`src/include/ucs_pkg.sv`:
```
// Purpose: Shared constants and carrier types for the serial port control block.
// Assumes: AXI4-Lite with 32-bit data and an 8-bit byte address.
// Notes:   Control bits live at fixed positions of two 8-bit registers.
package ucs_pkg;

  localparam int ADDR_W = 8;

  // Register byte addresses.
  localparam logic [ADDR_W-1:0] RCV_CTRL_STATUS_ADDR = 8'h18;
  localparam logic [ADDR_W-1:0] XMT_CTRL_STATUS_ADDR = 8'h98;
  localparam logic [ADDR_W-1:0] BAUD_DIVISOR_ADDR    = 8'h20;

  // Transmit control/status fields.
  localparam int CLOCK_SOURCE_SELECT_BIT      = 7;
  localparam int TRANSMIT_NINE_BIT_SELECT_BIT = 6;
  localparam int TRANSMIT_ENABLE_BIT          = 5;
  localparam int MODE_SELECT_BIT              = 4;
  localparam int BAUD_SPEED_SELECT_BIT        = 2;
  localparam int SHIFT_REGISTER_EMPTY_BIT     = 1;
  localparam int TRANSMIT_NINTH_DATA_BIT      = 0;

  // Receive control/status fields.
  localparam int SERIAL_PORT_ENABLE_BIT        = 7;
  localparam int RECEIVE_NINE_BIT_SELECT_BIT   = 6;
  localparam int SINGLE_RECEIVE_ENABLE_BIT     = 5;
  localparam int CONTINUOUS_RECEIVE_ENABLE_BIT = 4;
  localparam int FRAMING_ERROR_FLAG_BIT        = 2;
  localparam int OVERRUN_ERROR_FLAG_BIT        = 1;
  localparam int RECEIVED_NINTH_DATA_BIT       = 0;

  // Software-writable bits; bit 3 and status bits are never written.
  localparam logic [7:0] XMT_WRITE_MASK = 8'hf5;
  localparam logic [7:0] RCV_WRITE_MASK = 8'hf0;
  localparam logic [7:0] XMT_RESET      = 8'h02;
  localparam logic [7:0] RCV_RESET      = 8'h00;
  localparam logic [7:0] DIVISOR_RESET  = 8'h00;

  // Clocks per divisor step for each speed.
  localparam logic [6:0] ASYNC_HIGH_PRESCALE = 7'h10;
  localparam logic [6:0] ASYNC_LOW_PRESCALE  = 7'h40;
  localparam logic [6:0] SYNC_PRESCALE       = 7'h04;

  localparam logic [1:0] RESP_OKAY   = 2'h0;
  localparam logic [1:0] RESP_SLVERR = 2'h2;

  typedef enum logic [1:0] {
    UCS_MODE_ASYNC       = 2'b00,
    UCS_MODE_SYNC_MASTER = 2'b01,
    UCS_MODE_SYNC_SLAVE  = 2'b10
  } ucs_mode_type;

  typedef struct packed {
    logic              awvalid;
    logic [ADDR_W-1:0] awaddr;
    logic              wvalid;
    logic [31:0]       wdata;
    logic [3:0]        wstrb;
    logic              bready;
    logic              arvalid;
    logic [ADDR_W-1:0] araddr;
    logic              rready;
  } ucs_axi_req_type;

  typedef struct packed {
    logic        awready;
    logic        wready;
    logic        bvalid;
    logic [1:0]  bresp;
    logic        arready;
    logic        rvalid;
    logic [31:0] rdata;
    logic [1:0]  rresp;
  } ucs_axi_rsp_type;

  // Status reported by the transmit and receive datapaths.
  typedef struct packed {
    logic tsr_empty;
    logic rx_done;
    logic rx_ninth;
    logic rx_framing;
    logic rx_buffer_read;
  } ucs_dp_type;

  // Steering delivered to the datapaths and pin logic.
  typedef struct packed {
    ucs_mode_type mode;
    logic         pins_serial;
    logic         tx_enable;
    logic         tx_nine;
    logic         tx_ninth_data;
    logic         rx_enable;
    logic         rx_nine;
    logic         baud_tick;
  } ucs_ctrl_type;

endpackage

```
`src/design/ucs_top.sv`:
```
// Purpose: Control and status registers of a serial transmitter-receiver.
// Assumes: Datapath strobes are one-cycle pulses synchronous to aclk.
// Notes:   Contract
// Contract
// - Three modes: async, sync master, sync slave.
// - Pins serial only with enable and directions.
// - Clock source picks master or slave.
// - Transmit nine-bit select sets frame width.
// - Transmit enable; receive enables override in sync.
// - Mode select bit: sync or async.
// - Bit 3 of both registers reads zero.
// - Speed select picks async baud rate.
// - Shift register empty status, reset one.
// - Transmit ninth data bit is sent.
// - Port enable assigns pins to port.
// - Receive nine-bit select sets frame width.
// - Single receive in master, self-clearing.
// - Continuous receive, overrides single receive.
// - Framing error updated on next byte.
// - Overrun cleared only by clearing continuous receive.
// - Received ninth bit holds last frame's.
// - High speed baud is clock/(16(divisor+1)).
`timescale 1ns/1ps
`default_nettype none

module ucs_top #(
  parameter int DIV_WIDTH = 8
) (
  input  wire logic                     aclk,
  input  wire logic                     aresetn,
  input  wire ucs_pkg::ucs_axi_req_type axi_req,
  output var  ucs_pkg::ucs_axi_rsp_type axi_rsp,
  input  wire logic [7:0]               pin_direction_control,
  input  wire ucs_pkg::ucs_dp_type      dp,
  output var  ucs_pkg::ucs_ctrl_type    ctrl
);
  import ucs_pkg::*;

  ////////////////////////////////////////////////////////////////////////////

  if (DIV_WIDTH < 1 || DIV_WIDTH > 8) begin : g_bad_width
    $error("DIV_WIDTH must lie between 1 and 8");
  end

  typedef struct packed {
    logic                 aw_full;
    logic [ADDR_W-1:0]    aw_addr;
    logic                 w_full;
    logic [7:0]           w_data;
    logic                 w_lane0;
    logic                 buf_full;
    logic [6:0]           pre_cnt;
    logic [DIV_WIDTH-1:0] div_cnt;
    logic [7:0]           xmt;
    logic [7:0]           rcv;
    logic [DIV_WIDTH-1:0] divisor;
    ucs_axi_rsp_type      rsp;
    ucs_ctrl_type         ctl;
  } ucs_state_type;

  localparam ucs_state_type STATE_RESET = '{
    aw_full: 1'b0, aw_addr: '0, w_full: 1'b0, w_data: 8'h00, w_lane0: 1'b0,
    buf_full: 1'b0, pre_cnt: 7'h00, div_cnt: '0,
    xmt: XMT_RESET, rcv: RCV_RESET, divisor: DIV_WIDTH'(DIVISOR_RESET),
    rsp: '0, ctl: '{mode: UCS_MODE_ASYNC, default: 1'b0}};

  ucs_state_type st_reg;
  ucs_state_type st_next;
  logic          wr_fire;
  logic          rx_take;
  logic [6:0]    prescale;

  ////////////////////////////////////////////////////////////////////////////

  always_comb begin
    logic [7:0] rd;
    logic       hit;
    logic       sync_mode;
    logic       cont_rx;
    logic       single_rx;
    rd        = 8'h00;
    hit       = 1'b0;
    st_next   = st_reg;
    wr_fire   = 1'b0;
    rx_take   = 1'b0;
    prescale  = 7'h00;
    sync_mode = 1'b0;
    cont_rx   = 1'b0;
    single_rx = 1'b0;

    // Write address and data are taken independently, in either order.
    if (axi_req.awvalid && st_reg.rsp.awready) begin
      st_next.aw_full = 1'b1;
      st_next.aw_addr = axi_req.awaddr;
    end
    if (axi_req.wvalid && st_reg.rsp.wready) begin
      st_next.w_full  = 1'b1;
      st_next.w_data  = axi_req.wdata[7:0];
      st_next.w_lane0 = axi_req.wstrb[0];
    end
    if (st_reg.rsp.bvalid && axi_req.bready) begin
      st_next.rsp.bvalid = 1'b0;
    end
    if (st_reg.aw_full && st_reg.w_full && !st_reg.rsp.bvalid) begin
      wr_fire            = 1'b1;
      st_next.aw_full    = 1'b0;
      st_next.w_full     = 1'b0;
      st_next.rsp.bvalid = 1'b1;
      st_next.rsp.bresp  = RESP_OKAY;
      case (st_reg.aw_addr)
        XMT_CTRL_STATUS_ADDR: begin
          if (st_reg.w_lane0) begin
            st_next.xmt = (st_reg.xmt & ~XMT_WRITE_MASK) |
                          (st_reg.w_data & XMT_WRITE_MASK);
          end
        end
        RCV_CTRL_STATUS_ADDR: begin
          if (st_reg.w_lane0) begin
            st_next.rcv = (st_reg.rcv & ~RCV_WRITE_MASK) |
                          (st_reg.w_data & RCV_WRITE_MASK);
            if (!st_reg.w_data[CONTINUOUS_RECEIVE_ENABLE_BIT]) begin
              st_next.rcv[OVERRUN_ERROR_FLAG_BIT] = 1'b0;
            end
          end
        end
        BAUD_DIVISOR_ADDR: begin
          if (st_reg.w_lane0) begin
            st_next.divisor = st_reg.w_data[DIV_WIDTH-1:0];
            // Restart the timer so a new rate takes effect without waiting.
            st_next.pre_cnt = 7'h00;
            st_next.div_cnt = '0;
          end
        end
        default: begin
          st_next.rsp.bresp = RESP_SLVERR;
        end
      endcase
    end
    st_next.rsp.awready = !st_next.aw_full && !st_next.rsp.bvalid;
    st_next.rsp.wready  = !st_next.w_full && !st_next.rsp.bvalid;

    // Reads answer one cycle after the address is taken.
    if (st_reg.rsp.rvalid && axi_req.rready) begin
      st_next.rsp.rvalid = 1'b0;
    end
    if (axi_req.arvalid && st_reg.rsp.arready) begin
      hit = 1'b1;
      case (axi_req.araddr)
        XMT_CTRL_STATUS_ADDR: rd = st_reg.xmt;
        RCV_CTRL_STATUS_ADDR: rd = st_reg.rcv;
        BAUD_DIVISOR_ADDR:    rd = 8'(st_reg.divisor);
        default:              hit = 1'b0;
      endcase
      st_next.rsp.rvalid = 1'b1;
      st_next.rsp.rdata  = {24'h000000, rd};
      st_next.rsp.rresp  = hit ? RESP_OKAY : RESP_SLVERR;
    end
    st_next.rsp.arready = !st_next.rsp.rvalid;

    // Transmit shift register status follows the datapath.
    st_next.xmt[SHIFT_REGISTER_EMPTY_BIT] = dp.tsr_empty;

    // Receive buffer bookkeeping; a frame landing on a full buffer overruns under continuous receive.
    if (dp.rx_buffer_read) begin
      st_next.buf_full = 1'b0;
    end
    if (dp.rx_done && st_reg.ctl.rx_enable) begin
      if (st_reg.buf_full && !dp.rx_buffer_read) begin
        if (st_reg.rcv[CONTINUOUS_RECEIVE_ENABLE_BIT]) begin
          st_next.rcv[OVERRUN_ERROR_FLAG_BIT] = 1'b1;
        end
      end else begin
        rx_take = 1'b1;
        st_next.buf_full = 1'b1;
        st_next.rcv[FRAMING_ERROR_FLAG_BIT] = dp.rx_framing;
        if (st_reg.rcv[RECEIVE_NINE_BIT_SELECT_BIT]) begin
          st_next.rcv[RECEIVED_NINTH_DATA_BIT] = dp.rx_ninth;
        end
      end
      // A completed single reception ends itself; a new write still wins.
      if (st_reg.ctl.mode == UCS_MODE_SYNC_MASTER && !wr_fire) begin
        st_next.rcv[SINGLE_RECEIVE_ENABLE_BIT] = 1'b0;
      end
    end
    st_next.xmt[3] = 1'b0;
    st_next.rcv[3] = 1'b0;

    // Mode decode from the next register values.
    sync_mode = st_next.xmt[MODE_SELECT_BIT];
    if (!sync_mode) begin
      st_next.ctl.mode = UCS_MODE_ASYNC;
    end else if (st_next.xmt[CLOCK_SOURCE_SELECT_BIT]) begin
      st_next.ctl.mode = UCS_MODE_SYNC_MASTER;
    end else begin
      st_next.ctl.mode = UCS_MODE_SYNC_SLAVE;
    end
    cont_rx   = st_next.rcv[CONTINUOUS_RECEIVE_ENABLE_BIT];
    single_rx = st_next.rcv[SINGLE_RECEIVE_ENABLE_BIT] &&
                st_next.ctl.mode == UCS_MODE_SYNC_MASTER;
    st_next.ctl.pins_serial = st_next.rcv[SERIAL_PORT_ENABLE_BIT] &&
                              pin_direction_control[7] && pin_direction_control[6];
    st_next.ctl.rx_enable = st_next.rcv[SERIAL_PORT_ENABLE_BIT] &&
                            (cont_rx || single_rx);
    st_next.ctl.tx_enable = st_next.rcv[SERIAL_PORT_ENABLE_BIT] &&
                            st_next.xmt[TRANSMIT_ENABLE_BIT] &&
                            !(sync_mode && (cont_rx || st_next.rcv[SINGLE_RECEIVE_ENABLE_BIT]));
    st_next.ctl.tx_nine       = st_next.xmt[TRANSMIT_NINE_BIT_SELECT_BIT];
    st_next.ctl.tx_ninth_data = st_next.xmt[TRANSMIT_NINTH_DATA_BIT];
    st_next.ctl.rx_nine       = st_next.rcv[RECEIVE_NINE_BIT_SELECT_BIT];

    // Baud timer; a slave is clocked from outside and gets no tick.
    case (st_reg.ctl.mode)
      UCS_MODE_ASYNC:       prescale = st_reg.xmt[BAUD_SPEED_SELECT_BIT] ?
                                       ASYNC_HIGH_PRESCALE : ASYNC_LOW_PRESCALE;
      UCS_MODE_SYNC_MASTER: prescale = SYNC_PRESCALE;
      default:              prescale = 7'h00;
    endcase
    st_next.ctl.baud_tick = 1'b0;
    if (prescale == 7'h00 || !st_reg.rcv[SERIAL_PORT_ENABLE_BIT]) begin
      st_next.pre_cnt = 7'h00;
      st_next.div_cnt = '0;
    end else if (!(wr_fire && st_reg.aw_addr == BAUD_DIVISOR_ADDR && st_reg.w_lane0)) begin
      if (st_reg.pre_cnt >= prescale - 7'h01) begin
        st_next.pre_cnt = 7'h00;
        if (st_reg.div_cnt >= st_reg.divisor) begin
          st_next.div_cnt       = '0;
          st_next.ctl.baud_tick = 1'b1;
        end else begin
          st_next.div_cnt = st_reg.div_cnt + 1'b1;
        end
      end else begin
        st_next.pre_cnt = st_reg.pre_cnt + 7'h01;
      end
    end
  end

  always_ff @(posedge aclk) begin
    if (!aresetn) begin
      st_reg <= STATE_RESET;
    end else begin
      st_reg <= st_next;
    end
  end

  assign axi_rsp = st_reg.rsp;
  assign ctrl    = st_reg.ctl;
endmodule

`default_nettype wire

```
`config.mk`:
```
export PLATFORM = sky130hd
export DESIGN_NAME = ucs_top
export DESIGN_NICKNAME = d
export VERILOG_FILES = /design/src/include/ucs_pkg.sv /design/src/design/ucs_top.sv
export SDC_FILE = /design/constraint.sdc
export NUM_CORES = 1
export LEC_CHECK = 0
export ABC_AREA = 1
export BUFFER_PORTS_ARGS = -buffer_cell sky130_fd_sc_hd__buf_4
export CAP_MARGIN = 20
export CORE_ASPECT_RATIO = 0.5
export CORE_MARGIN = 4
export CORE_UTILIZATION = 50
export DETAILED_ROUTE_END_ITERATION = 8
export PLACE_DENSITY_LB_ADDON = 0.1
export SLEW_MARGIN = 20
export SYNTH_ARGS = -nofsm -noshare
export SYNTH_HDL_FRONTEND = slang
export SYNTH_SLANG_ARGS = --single-unit
```
`constraint.sdc`:
```
create_clock -name aclk -period 2.4 [get_ports aclk]
set_input_delay 0.24 -clock aclk [delete_from_list [all_inputs] [get_ports aclk]]
set_output_delay 0.24 -clock aclk [all_outputs]
set_load 0.005 [all_outputs]
```
==> results.md, run 1 <==
* Status: finished clean
* Cell internal pwr at about 2.4 mW
* Slew @ Worst Pin at 0.574 ns
* CTS tree: yes
* Hold buffers post-CTS at 0
* Fin nets at about 680
* DP Area at 4410 um^2
* Routed vias/inst at 4.84
* Flop2flop setup slack at between 0.2 and 0.3 ns
* Area delta synth->final at 15.1%
* FILL cells at around 790
* TritonCTS buffer count at 9
* Yosys Warn Count at 0
* IO Port Bufs at 62
* Clk sinks at roughly 80
* Fraction of layout cells with a size suffix above 1 at 19.4%
* Max transition margin at just over 60%
* Netlist cell types at 38
* Final wirelength at ~8800 um
* Commonest cells after routing, fill and taps aside: dfxtp_1 (78), nand2_1 (77), buf_4 (66), nor2_1 (63), nand3_1 (54)
* Power Density at roughly 630 nW/um^2
* # diodes at 0
* Starting DRT DRC Count at approximately 210
* Sw Ratio at 21.6%
* Largest net degree at the start of global routing at 34
* Vias in the first global route at 3062
* Flop pwr share at between 40% and 50%
* Die area at 9830 um^2
* Synth Instances at ~550
* I/O pin total at approximately 120
* WP data arrival at 2.38 ns
* Avg Synthesized Cell Area at ~7.5 um^2
* Initial Util at 51.4%
* Setup-failing EPs final at 0
* Antenna violations before repair at 0
* Max FO, Critical Path at 10
* Count of final hold-check violations at 0
* Max reg flops at 57
* First-pass GRT wire length at around 14000 um
* Gr usage total at roughly 19%
* Leakage Power at 2.11 nW
* Total gr overflow at 0
* Net Sw Power at 646 uW
* Sequential fraction of the synthesis area at 38.0%
* Register area at approximately 1600 um^2
* Cell Area, Synth at roughly 4100 um^2
* HPWL Detailed at between 6000 and 7000 um
* Asr flop ratio synth at 0%
* Power Total at roughly 3 mW
* Core area at ~8000 um^2
* Clock network fraction of total power at 48.3%
* Worst path required time at around 2.7 ns
* Minimum clock period at 2.11 ns
* Routability congestion estimate at 0.839
* Final period util at 87.7%
* WS Path Type: reg -> reg
* Area of the multi-input gates at between 1500 and 2000 um^2
* Hold Path Class: in -> reg
* Crit path capture type: flop
* RSZ-0062 raised after global routing: false
* FP Rows at 23
* Setup TNS at 0 ns
* Worst skew pair latency at roughly 0.34 ns
* Placed Cells incl. Taps at about 690
* Die Y at ~70 um
* Clock Tree Buf Depth at 2
* VDD IR max at between 400 and 500 uV
* Slew Viols, Final at 0
* Place WS at 0.254 ns
* #FFs+latches synth at between 70 and 80
* DRC at 0
* Commonest non-fill, non-tap cell in the layout: dfxtp_1
* TritonRoute pass-1 iters at 4
* Clk_skew at between 0.003 and 0.004 ns
* Drt wl/cell at approximately 12 um
* Die X at ~140 um
* CP Launch Type: flop
* Cell Count, Final, Fillers Out at 704
* Final worst setup slack at 0.294 ns
* CTS H-tree lvls at 3
* EDFF count, synth at 0
* Clock slew at reported path FFs at about 0.060 ns
* CTS root buf: clkbuf_16
* Logic gate share of total power at under 10%
* Design Area, Final at ~4700 um^2
* Antenna viol nets, final at 0
* Fmax at around 470 MHz
* Via count at approximately 3400
* Max-Cap Viols at 0
* Synth Flop Type: dfxtp_1
==> synthesized netlist by cell type, types with 2 or more instances <==
master    number  area (um^2)
a211oi_2       7         87.6
a21oi_1       43          215
buf_2          3         15.0
buf_4         50          375
clkbuf_1       8         30.0
clkinv_1       3         11.3
dfxtp_1       78         1560
ha_1          17          213
inv_1         48          180
inv_2          8         30.0
nand2_1       77          289
nand2_2        3         18.8
nand3_1       54          270
nand3_2        2         20.0
nand3_4        2         35.0
nand3b_1       4         30.0
nand4_1        8         50.1
nor2_1        63          236
nor2_2         6         37.5
nor2_4         2         22.5
nor3_1         5         25.0
o21ai_0       29          145
o21ai_1        5         25.0
or2_1          3         18.8
xnor2_1        2         17.5
xor2_1         5         43.8
==> cell type report <==
cell class              count  area share [%]
clock inverters             4            1.48
flip-flops and latches     78            33.0
well taps                 112            2.96
clock buffers              12            5.21
inverters                  59            4.68
repair buffers             66            10.5
multi-input cells         373            42.2
==> repair_timing <==
item                       4_1_cts  5_1_grt
setup endpoints to repair        0        6
buffers inserted                 0        0
resized for setup                0        1
==> worst max-delay path, cell delays in order, from the launching register on <==
cell and delay [ns]:
dfxtp_1 0.32, inv_1 0.06, nor2_1 0.12, inv_1 0.08, ha_1 0.22, xor2_1 0.17, ha_1 0.29, a21o_1 0.18
nor2_1 0.12, nand2_2 0.07, inv_2 0.16, nand3_1 0.10, a21oi_1 0.14
==> layer usage <==
metal  up-vias  track usage, %  part of all wire [%]
met4         0            4.80                  0.98
met3        10            6.23                   5.9
met1      1529            24.6                    50
met2        73            29.4                    44
met5         -               0                     0
li1       1796               -                     -
==> final timing paths <==
check,from,cells past startpoint,endpoint
setup / recovery,ctrl[7],12,st_reg[79]
setup reg to reg,ctrl[7],12,st_reg[79]
hold reg to reg,axi_rsp[4],2,axi_rsp[4]
hold / removal,dp[4],2,st_reg[67]
==> logic make-up (layout without fill, tap and decap cells) <==
group / Yosys count / count (layout) / share of synthesized area, %
AND/OR/NAND/NOR: 235 / 235 / 27.1
buffers and inverters: 121 / 141 / 15.9
AO/OA/AOI/OAI: 88 / 88 / 12.3
flip-flops: 78 / 78 / 38.0
adder cells (fa/ha/maj): 17 / 17 / 5.17
XOR/XNOR: 7 / 7 / 1.49
other: 1 / 26 / 0.0912
==> stage by stage <==
stage	util [%]	hold WS, ns
after CTS	59.1	0.0783
after floorplan	-	0.347
after detailed placement	55.1	0.430
after global placement	55.1	0.429
after global routing	59.2	0.0829
final	59.2	0.0892
==> power by group through the flow <==
stage | sequential [mW] | combinational (mW) | clock, mW
2_1_floorplan | 1.38 | 0.158 | 0
3_3_place_gp | 1.38 | 0.196 | 0
3_5_place_dp | 1.38 | 0.198 | 0
4_1_cts | 1.35 | 0.198 | 1.48
5_1_grt | 1.36 | 0.226 | 1.52
6_report | 1.35 | 0.197 | 1.45
(Power assumes the default switching activity.)
==> run 2, diff against run 1 <==
- CORE_ASPECT_RATIO: 0.5 -> unset
- clock period: 2.4 -> 2.35 ns (I/O delays scaled with it)
==> run 2 against run 1 <==
  * Fmax shrank 3.4%
  * Critical endpoint is now st_reg[76]
  * Final area shrank 2.1%
  * Via count grew 1.1%
  * Die area shrank 0.89%
  * Non-clock buffer count grew 3
  * Count of clock-buffer cells in the layout shrank 1
  * Clock skew grew 0.0065 ns
  * First-iteration DRC count shrank 39%
  * Global-route usage shrank 0.40 points
  * Sequential cell count is the same
==> results.md, run 2 (synthesized netlist as in run 1, its figures left out) <==
* Status: finished clean
* CP Launch Type: flop
* Fmax at ~460 MHz
* Clk_skew at ~0.010 ns
* CTS H-tree lvls at 3
* Antenna violations before repair at 0
* Starting DRT DRC Count at about 130
* PostCTS Resize Cnt at 0
* IO Port Bufs at 62
* WP data arrival at approximately 2.5 ns
* Slew Viols, Final at 0
* Die X at just under 100 um
* Gr usage total at a little under a fifth
* Crit path capture type: flop
* Antenna viol nets, final at 0
* Initial Util at between 50% and 60%
* I/O pin total at roughly 120
* Count of final hold-check violations at 0
* Max transition margin at 64.4%
* DRC at 0
* First-pass GRT wire length at 14600 um
* CTS root buf: clkbuf_8
* Post-CTS setup repair buffer count at 0
* Setup TNS at 0 ns
* Flop2flop setup slack at 0.17 ns
* Commonest cells after routing, fill and taps aside: nand2_1 (77), dfxtp_1 (77), buf_4 (68), nor2_1 (62), nand3_1 (54)
* Leakage Power at about 2.1 nW
* Minimum clock period at 2.18 ns
* Fin nets at 679
* Via count at about 3400
* Slew @ Worst Pin at between 0.5 and 0.6 ns
* Clock Tree Buf Depth at 2
* Worst path required time at 2.63 ns
* Clock slew at reported path FFs at 0.09 ns
* Routed vias/inst at between 4 and 5
* Fraction of layout cells with a size suffix above 1 at just over 20%
* Final wirelength at between 8000 and 9000 um
* Die Y at 98.7 um
* Clk sinks at 78
* RSZ-0062 raised after global routing: false
* TritonRoute pass-1 iters at 4
* Total gr overflow at 0
* Hold_sp: dp[4]
* Crit Reg-Reg Startpoint: ctrl[7]
* Reg2reg path depth at 13
* Core Util, Final at 59.0%
* Setup-failing EPs final at 0
* Hold buffers post-CTS at 0
* Drt wl/cell at about 13 um
* Max-Cap Viols at 0
* VDD IR max at approximately 300 uV
* FP Rows at 32
* CTS tree: yes
* Power Density at 551 nW/um^2
* Max reg flops at 57
* Worst skew pair latency at about 0.35 ns
* Hold depth at 2
* WS Path Type: reg -> reg
* Final period util at 92.8%
* Max FO, Critical Path at 3
* Worst Hold End: st_reg[67]
* # diodes at 0
* Routability congestion estimate at just under 0.9
* Core area at 7850 um^2
* Die area at roughly 10000 um^2
* Largest net degree at the start of global routing at 33
* Vias in the first global route at ~3300
* TritonCTS buffer count at 9
* HPWL Detailed at between 6000 and 7000 um
* Area delta synth->final at 12.7%
* R2r endpoint: st_reg[76]
* Hold Path Class: in -> reg
-- run 2: changes by cell type in the layout (fill, tap and decap cells not counted), moves of 2 or more --
| cell | before | now |
|---|---|---|
| clkbuf_8 | 1 | 11 |
| clkbuf_16 | 9 | 0 |
| clkinv_4 | 0 | 3 |
| buf_4 | 66 | 68 |
| bufinv_16 | 2 | 0 |
| clkbuf_1 | 2 | 0 |
| clkinv_2 | 2 | 0 |
-- run 2: metal layers --
| layer | part of all wire [%] | up-vias | global-route usage [%] |
|---|---|---|---|
| li1 | - | 1803 | - |
| met1 | 46 | 1535 | 23.1 |
| met2 | 46 | 91 | 29.7 |
| met3 | 5.6 | 15 | 3.89 |
| met4 | 1.9 | 0 | 8.09 |
| met5 | 0 | - | 0 |
-- run 2: final cells by class --
cell class              instances  area (um^2)
flip-flops and latches         78         1560
repair buffers                 69          531
well taps                     102          128
clock buffers                  11          151
fillers                       755         3210
inverters                      59          224
multi-input cells             373         1990
clock inverters                 5         42.5
-- run 2: stage by stage --
step / hold slack (ns) / setup WS, ns / area [um^2] / total power, mW / std cells
2_1_floorplan: 0.342 / 0.253 / 4210 / 1.57 / 572
3_3_place_gp: 0.433 / 0.176 / 4430 / 1.61 / 681
3_5_place_dp: 0.436 / 0.0937 / 4430 / 1.62 / 681
4_1_cts: 0.0595 / 0.0745 / 4630 / 2.58 / 697
5_1_grt: 0.0552 / 0.00816 / 4630 / 2.66 / 697
6_report: 0.0674 / 0.170 / 4630 / 2.55 / 697
-- run 2: worst max-delay path, cell delays in order (launching register included) --
cell	delay [ns]
dfxtp_2	0.34
inv_1	0.07
nor2_2	0.11
inv_1	0.08
ha_1	0.22
xor2_1	0.16
ha_1	0.29
a21o_1	0.18
nor2_1	0.12
nand2_2	0.11
inv_4	0.10
buf_4	0.12
nand3_1	0.06
a21oi_1	0.14
-- run 2: worst max path at each step --
| stage | start | to | slack [ns] | depth (start not counted) |
|---|---|---|---|---|
| 2_1_floorplan | ctrl[7] | st_reg[82] | 0.25 | 12 |
| 3_3_place_gp | ctrl[7] | st_reg[75] | 0.18 | 13 |
| 3_5_place_dp | ctrl[7] | st_reg[86] | 0.09 | 12 |
| 4_1_cts | ctrl[7] | st_reg[86] | 0.07 | 12 |
| 5_1_grt | ctrl[7] | st_reg[75] | 0.008 | 13 |
| 6_report | ctrl[7] | st_reg[76] | 0.17 | 13 |
-- run 2: power by group --
part	switching, mW	total (mW)	internal [mW]
clock	0.519	0.969	0.451
sequential	0.0240	1.38	1.36
combinational	0.116	0.204	0.0881
==> run 3, diff against run 2 <==
- RECOVER_POWER: unset -> 100
==> run 3 against run 2 <==
  * Routed wire length up 0.49%
  * Sequential share of layout area up 0.42 points
  * Die area is the same
  * Critical path depth unchanged
  * Largest cell class unchanged
==> results.md, run 3 (synthesized netlist as in run 1, its figures left out) <==
* Status: finished clean
* Initial Util at roughly 52%
* FILL cells at about 770
* DRC at 0
* Worst Hold End: st_reg[67]
* CTS H-tree lvls at 3
* CTS root buf: clkbuf_8
* Antenna viol nets, final at 0
* Reg2reg path depth at 13
* Starting DRT DRC Count at 113
* Count of final hold-check violations at 0
* Power Density at ~560 nW/um^2
* Hold depth at 2
* Crit Reg-Reg Startpoint: ctrl[7]
* Gr usage total at 18.2%
* Core Util, Final at 58.3%
* Setup TNS at 0 ns
* Leakage Power at 2.05 nW
* I/O pin total at 122
* Post-CTS setup repair buffer count at 0
* Via count at around 3500
* Hold buffers post-CTS at 0
* Crit path capture type: flop
* Core area at roughly 7800 um^2
* Antenna violations before repair at 0
* Hold Path Class: in -> reg
* RSZ-0062 raised after global routing: false
* Clk_skew at 0.00894 ns
* Commonest non-fill, non-tap cell in the layout: nand2_1
* Clock slew at reported path FFs at ~0.090 ns
* Area delta synth->final at 11.3%
* CP Launch Type: flop
* TritonCTS buffer count at 9
* Max-Cap Viols at 0
* Flop2flop setup slack at 0.18 ns
* Slew @ Worst Pin at about 0.54 ns
* Drt wl/cell at approximately 13 um
* Die Y at about 99 um
* Die area at 9740 um^2
* Fmax at roughly 460 MHz
* Routability congestion estimate at about 0.89
* Die X at 98.7 um
* Max reg flops at 57
* R2r endpoint: st_reg[75]
* TritonRoute pass-1 iters at 4
* Clock Tree Buf Depth at 2
* Vias in the first global route at 3272
* Slew Viols, Final at 0
* DP Area at approximately 4400 um^2
* HPWL Detailed at just under 7000 um
* Final wirelength at a little under 9000 um
* WS Path Type: reg -> reg
* Power Total at 2.55 mW
* Commonest cells after routing, fill and taps aside: nand2_1 (78), dfxtp_1 (77), nor2_1 (64), nand3_1 (56), inv_1 (50)
* IO Port Bufs at a little over 60
* VDD IR max at 299 uV
* Hold_sp: dp[4]
* Final period util at 92.4%
* Routed vias/inst at just under 5
* Minimum clock period at approximately 2.2 ns
* Max FO, Critical Path at 3
* Clk sinks at a little under 80
* # diodes at 0
* First-pass GRT wire length at ~15000 um
* Setup-failing EPs final at 0
* Largest net degree at the start of global routing at 33
* Fin nets at approximately 680
* Worst path required time at 2.63 ns
* Design Area, Final at 4580 um^2
* WP data arrival at 2.46 ns
* Max transition margin at 64.1%
* Total gr overflow at 0
* PostCTS Resize Cnt at 0
* Fraction of layout cells with a size suffix above 1 at between 10% and 20%
* Worst skew pair latency at approximately 0.35 ns
* CTS tree: yes
* FP Rows at 32
run 3: cell type report:
type | count | area [um^2] | area share (%)
repair buffers | 69 | 519 | 11.3
inverters | 59 | 224 | 4.89
multi-input cells | 373 | 1950 | 42.6
clock buffers | 11 | 151 | 3.31
clock inverters | 5 | 42.5 | 0.930
well taps | 102 | 128 | 2.79
flip-flops and latches | 78 | 1560 | 34.2
run 3: how the worst max path moves through the flow:
stage               startpoint          to  cells after the start
finish                 ctrl[7]  st_reg[75]                     13
global route           ctrl[7]  st_reg[75]                     13
CTS                    ctrl[7]  st_reg[86]                     12
detailed placement     ctrl[7]  st_reg[86]                     12
global placement       ctrl[7]  st_reg[75]                     13
floorplan              ctrl[7]  st_reg[82]                     12
run 3: power by group:
part           internal (mW)  leakage [nW]  total, mW  switching [mW]
registers               1.36         0.634       1.38          0.0224
clock network          0.451        0.0961      0.971           0.520
logic                 0.0861          1.32      0.201           0.115
run 3: per-layer routing:
layer  global-route usage [%]  vias up  share of wire, %
met3                     3.89       10               5.4
met2                     29.7       84                46
met1                     23.1     1559                47
met5                        0        -                 0
li1                         -     1806                 -
met4                     8.09        0               1.2
run 3: through the flow:
stage | hold WS [ns] | worst slack (ns) | std cells
final | 0.0690 | 0.179 | 697
after global routing | 0.0552 | 0.00850 | 697
after CTS | 0.0595 | 0.0745 | 697
after detailed placement | 0.436 | 0.0937 | 681
after global placement | 0.433 | 0.176 | 681
after floorplan | 0.342 | 0.253 | 572
run 3: worst max-delay path: stages, from the launching register on:
cell     delay [ns]
dfxtp_2        0.34
inv_1          0.07
nor2_2         0.11
inv_1          0.08
ha_1           0.22
xor2_1         0.16
ha_1           0.29
a21o_1         0.18
nor2_1         0.12
nand2_2        0.11
inv_4          0.10
buf_4          0.12
nand3_1        0.06
a21oi_1        0.14
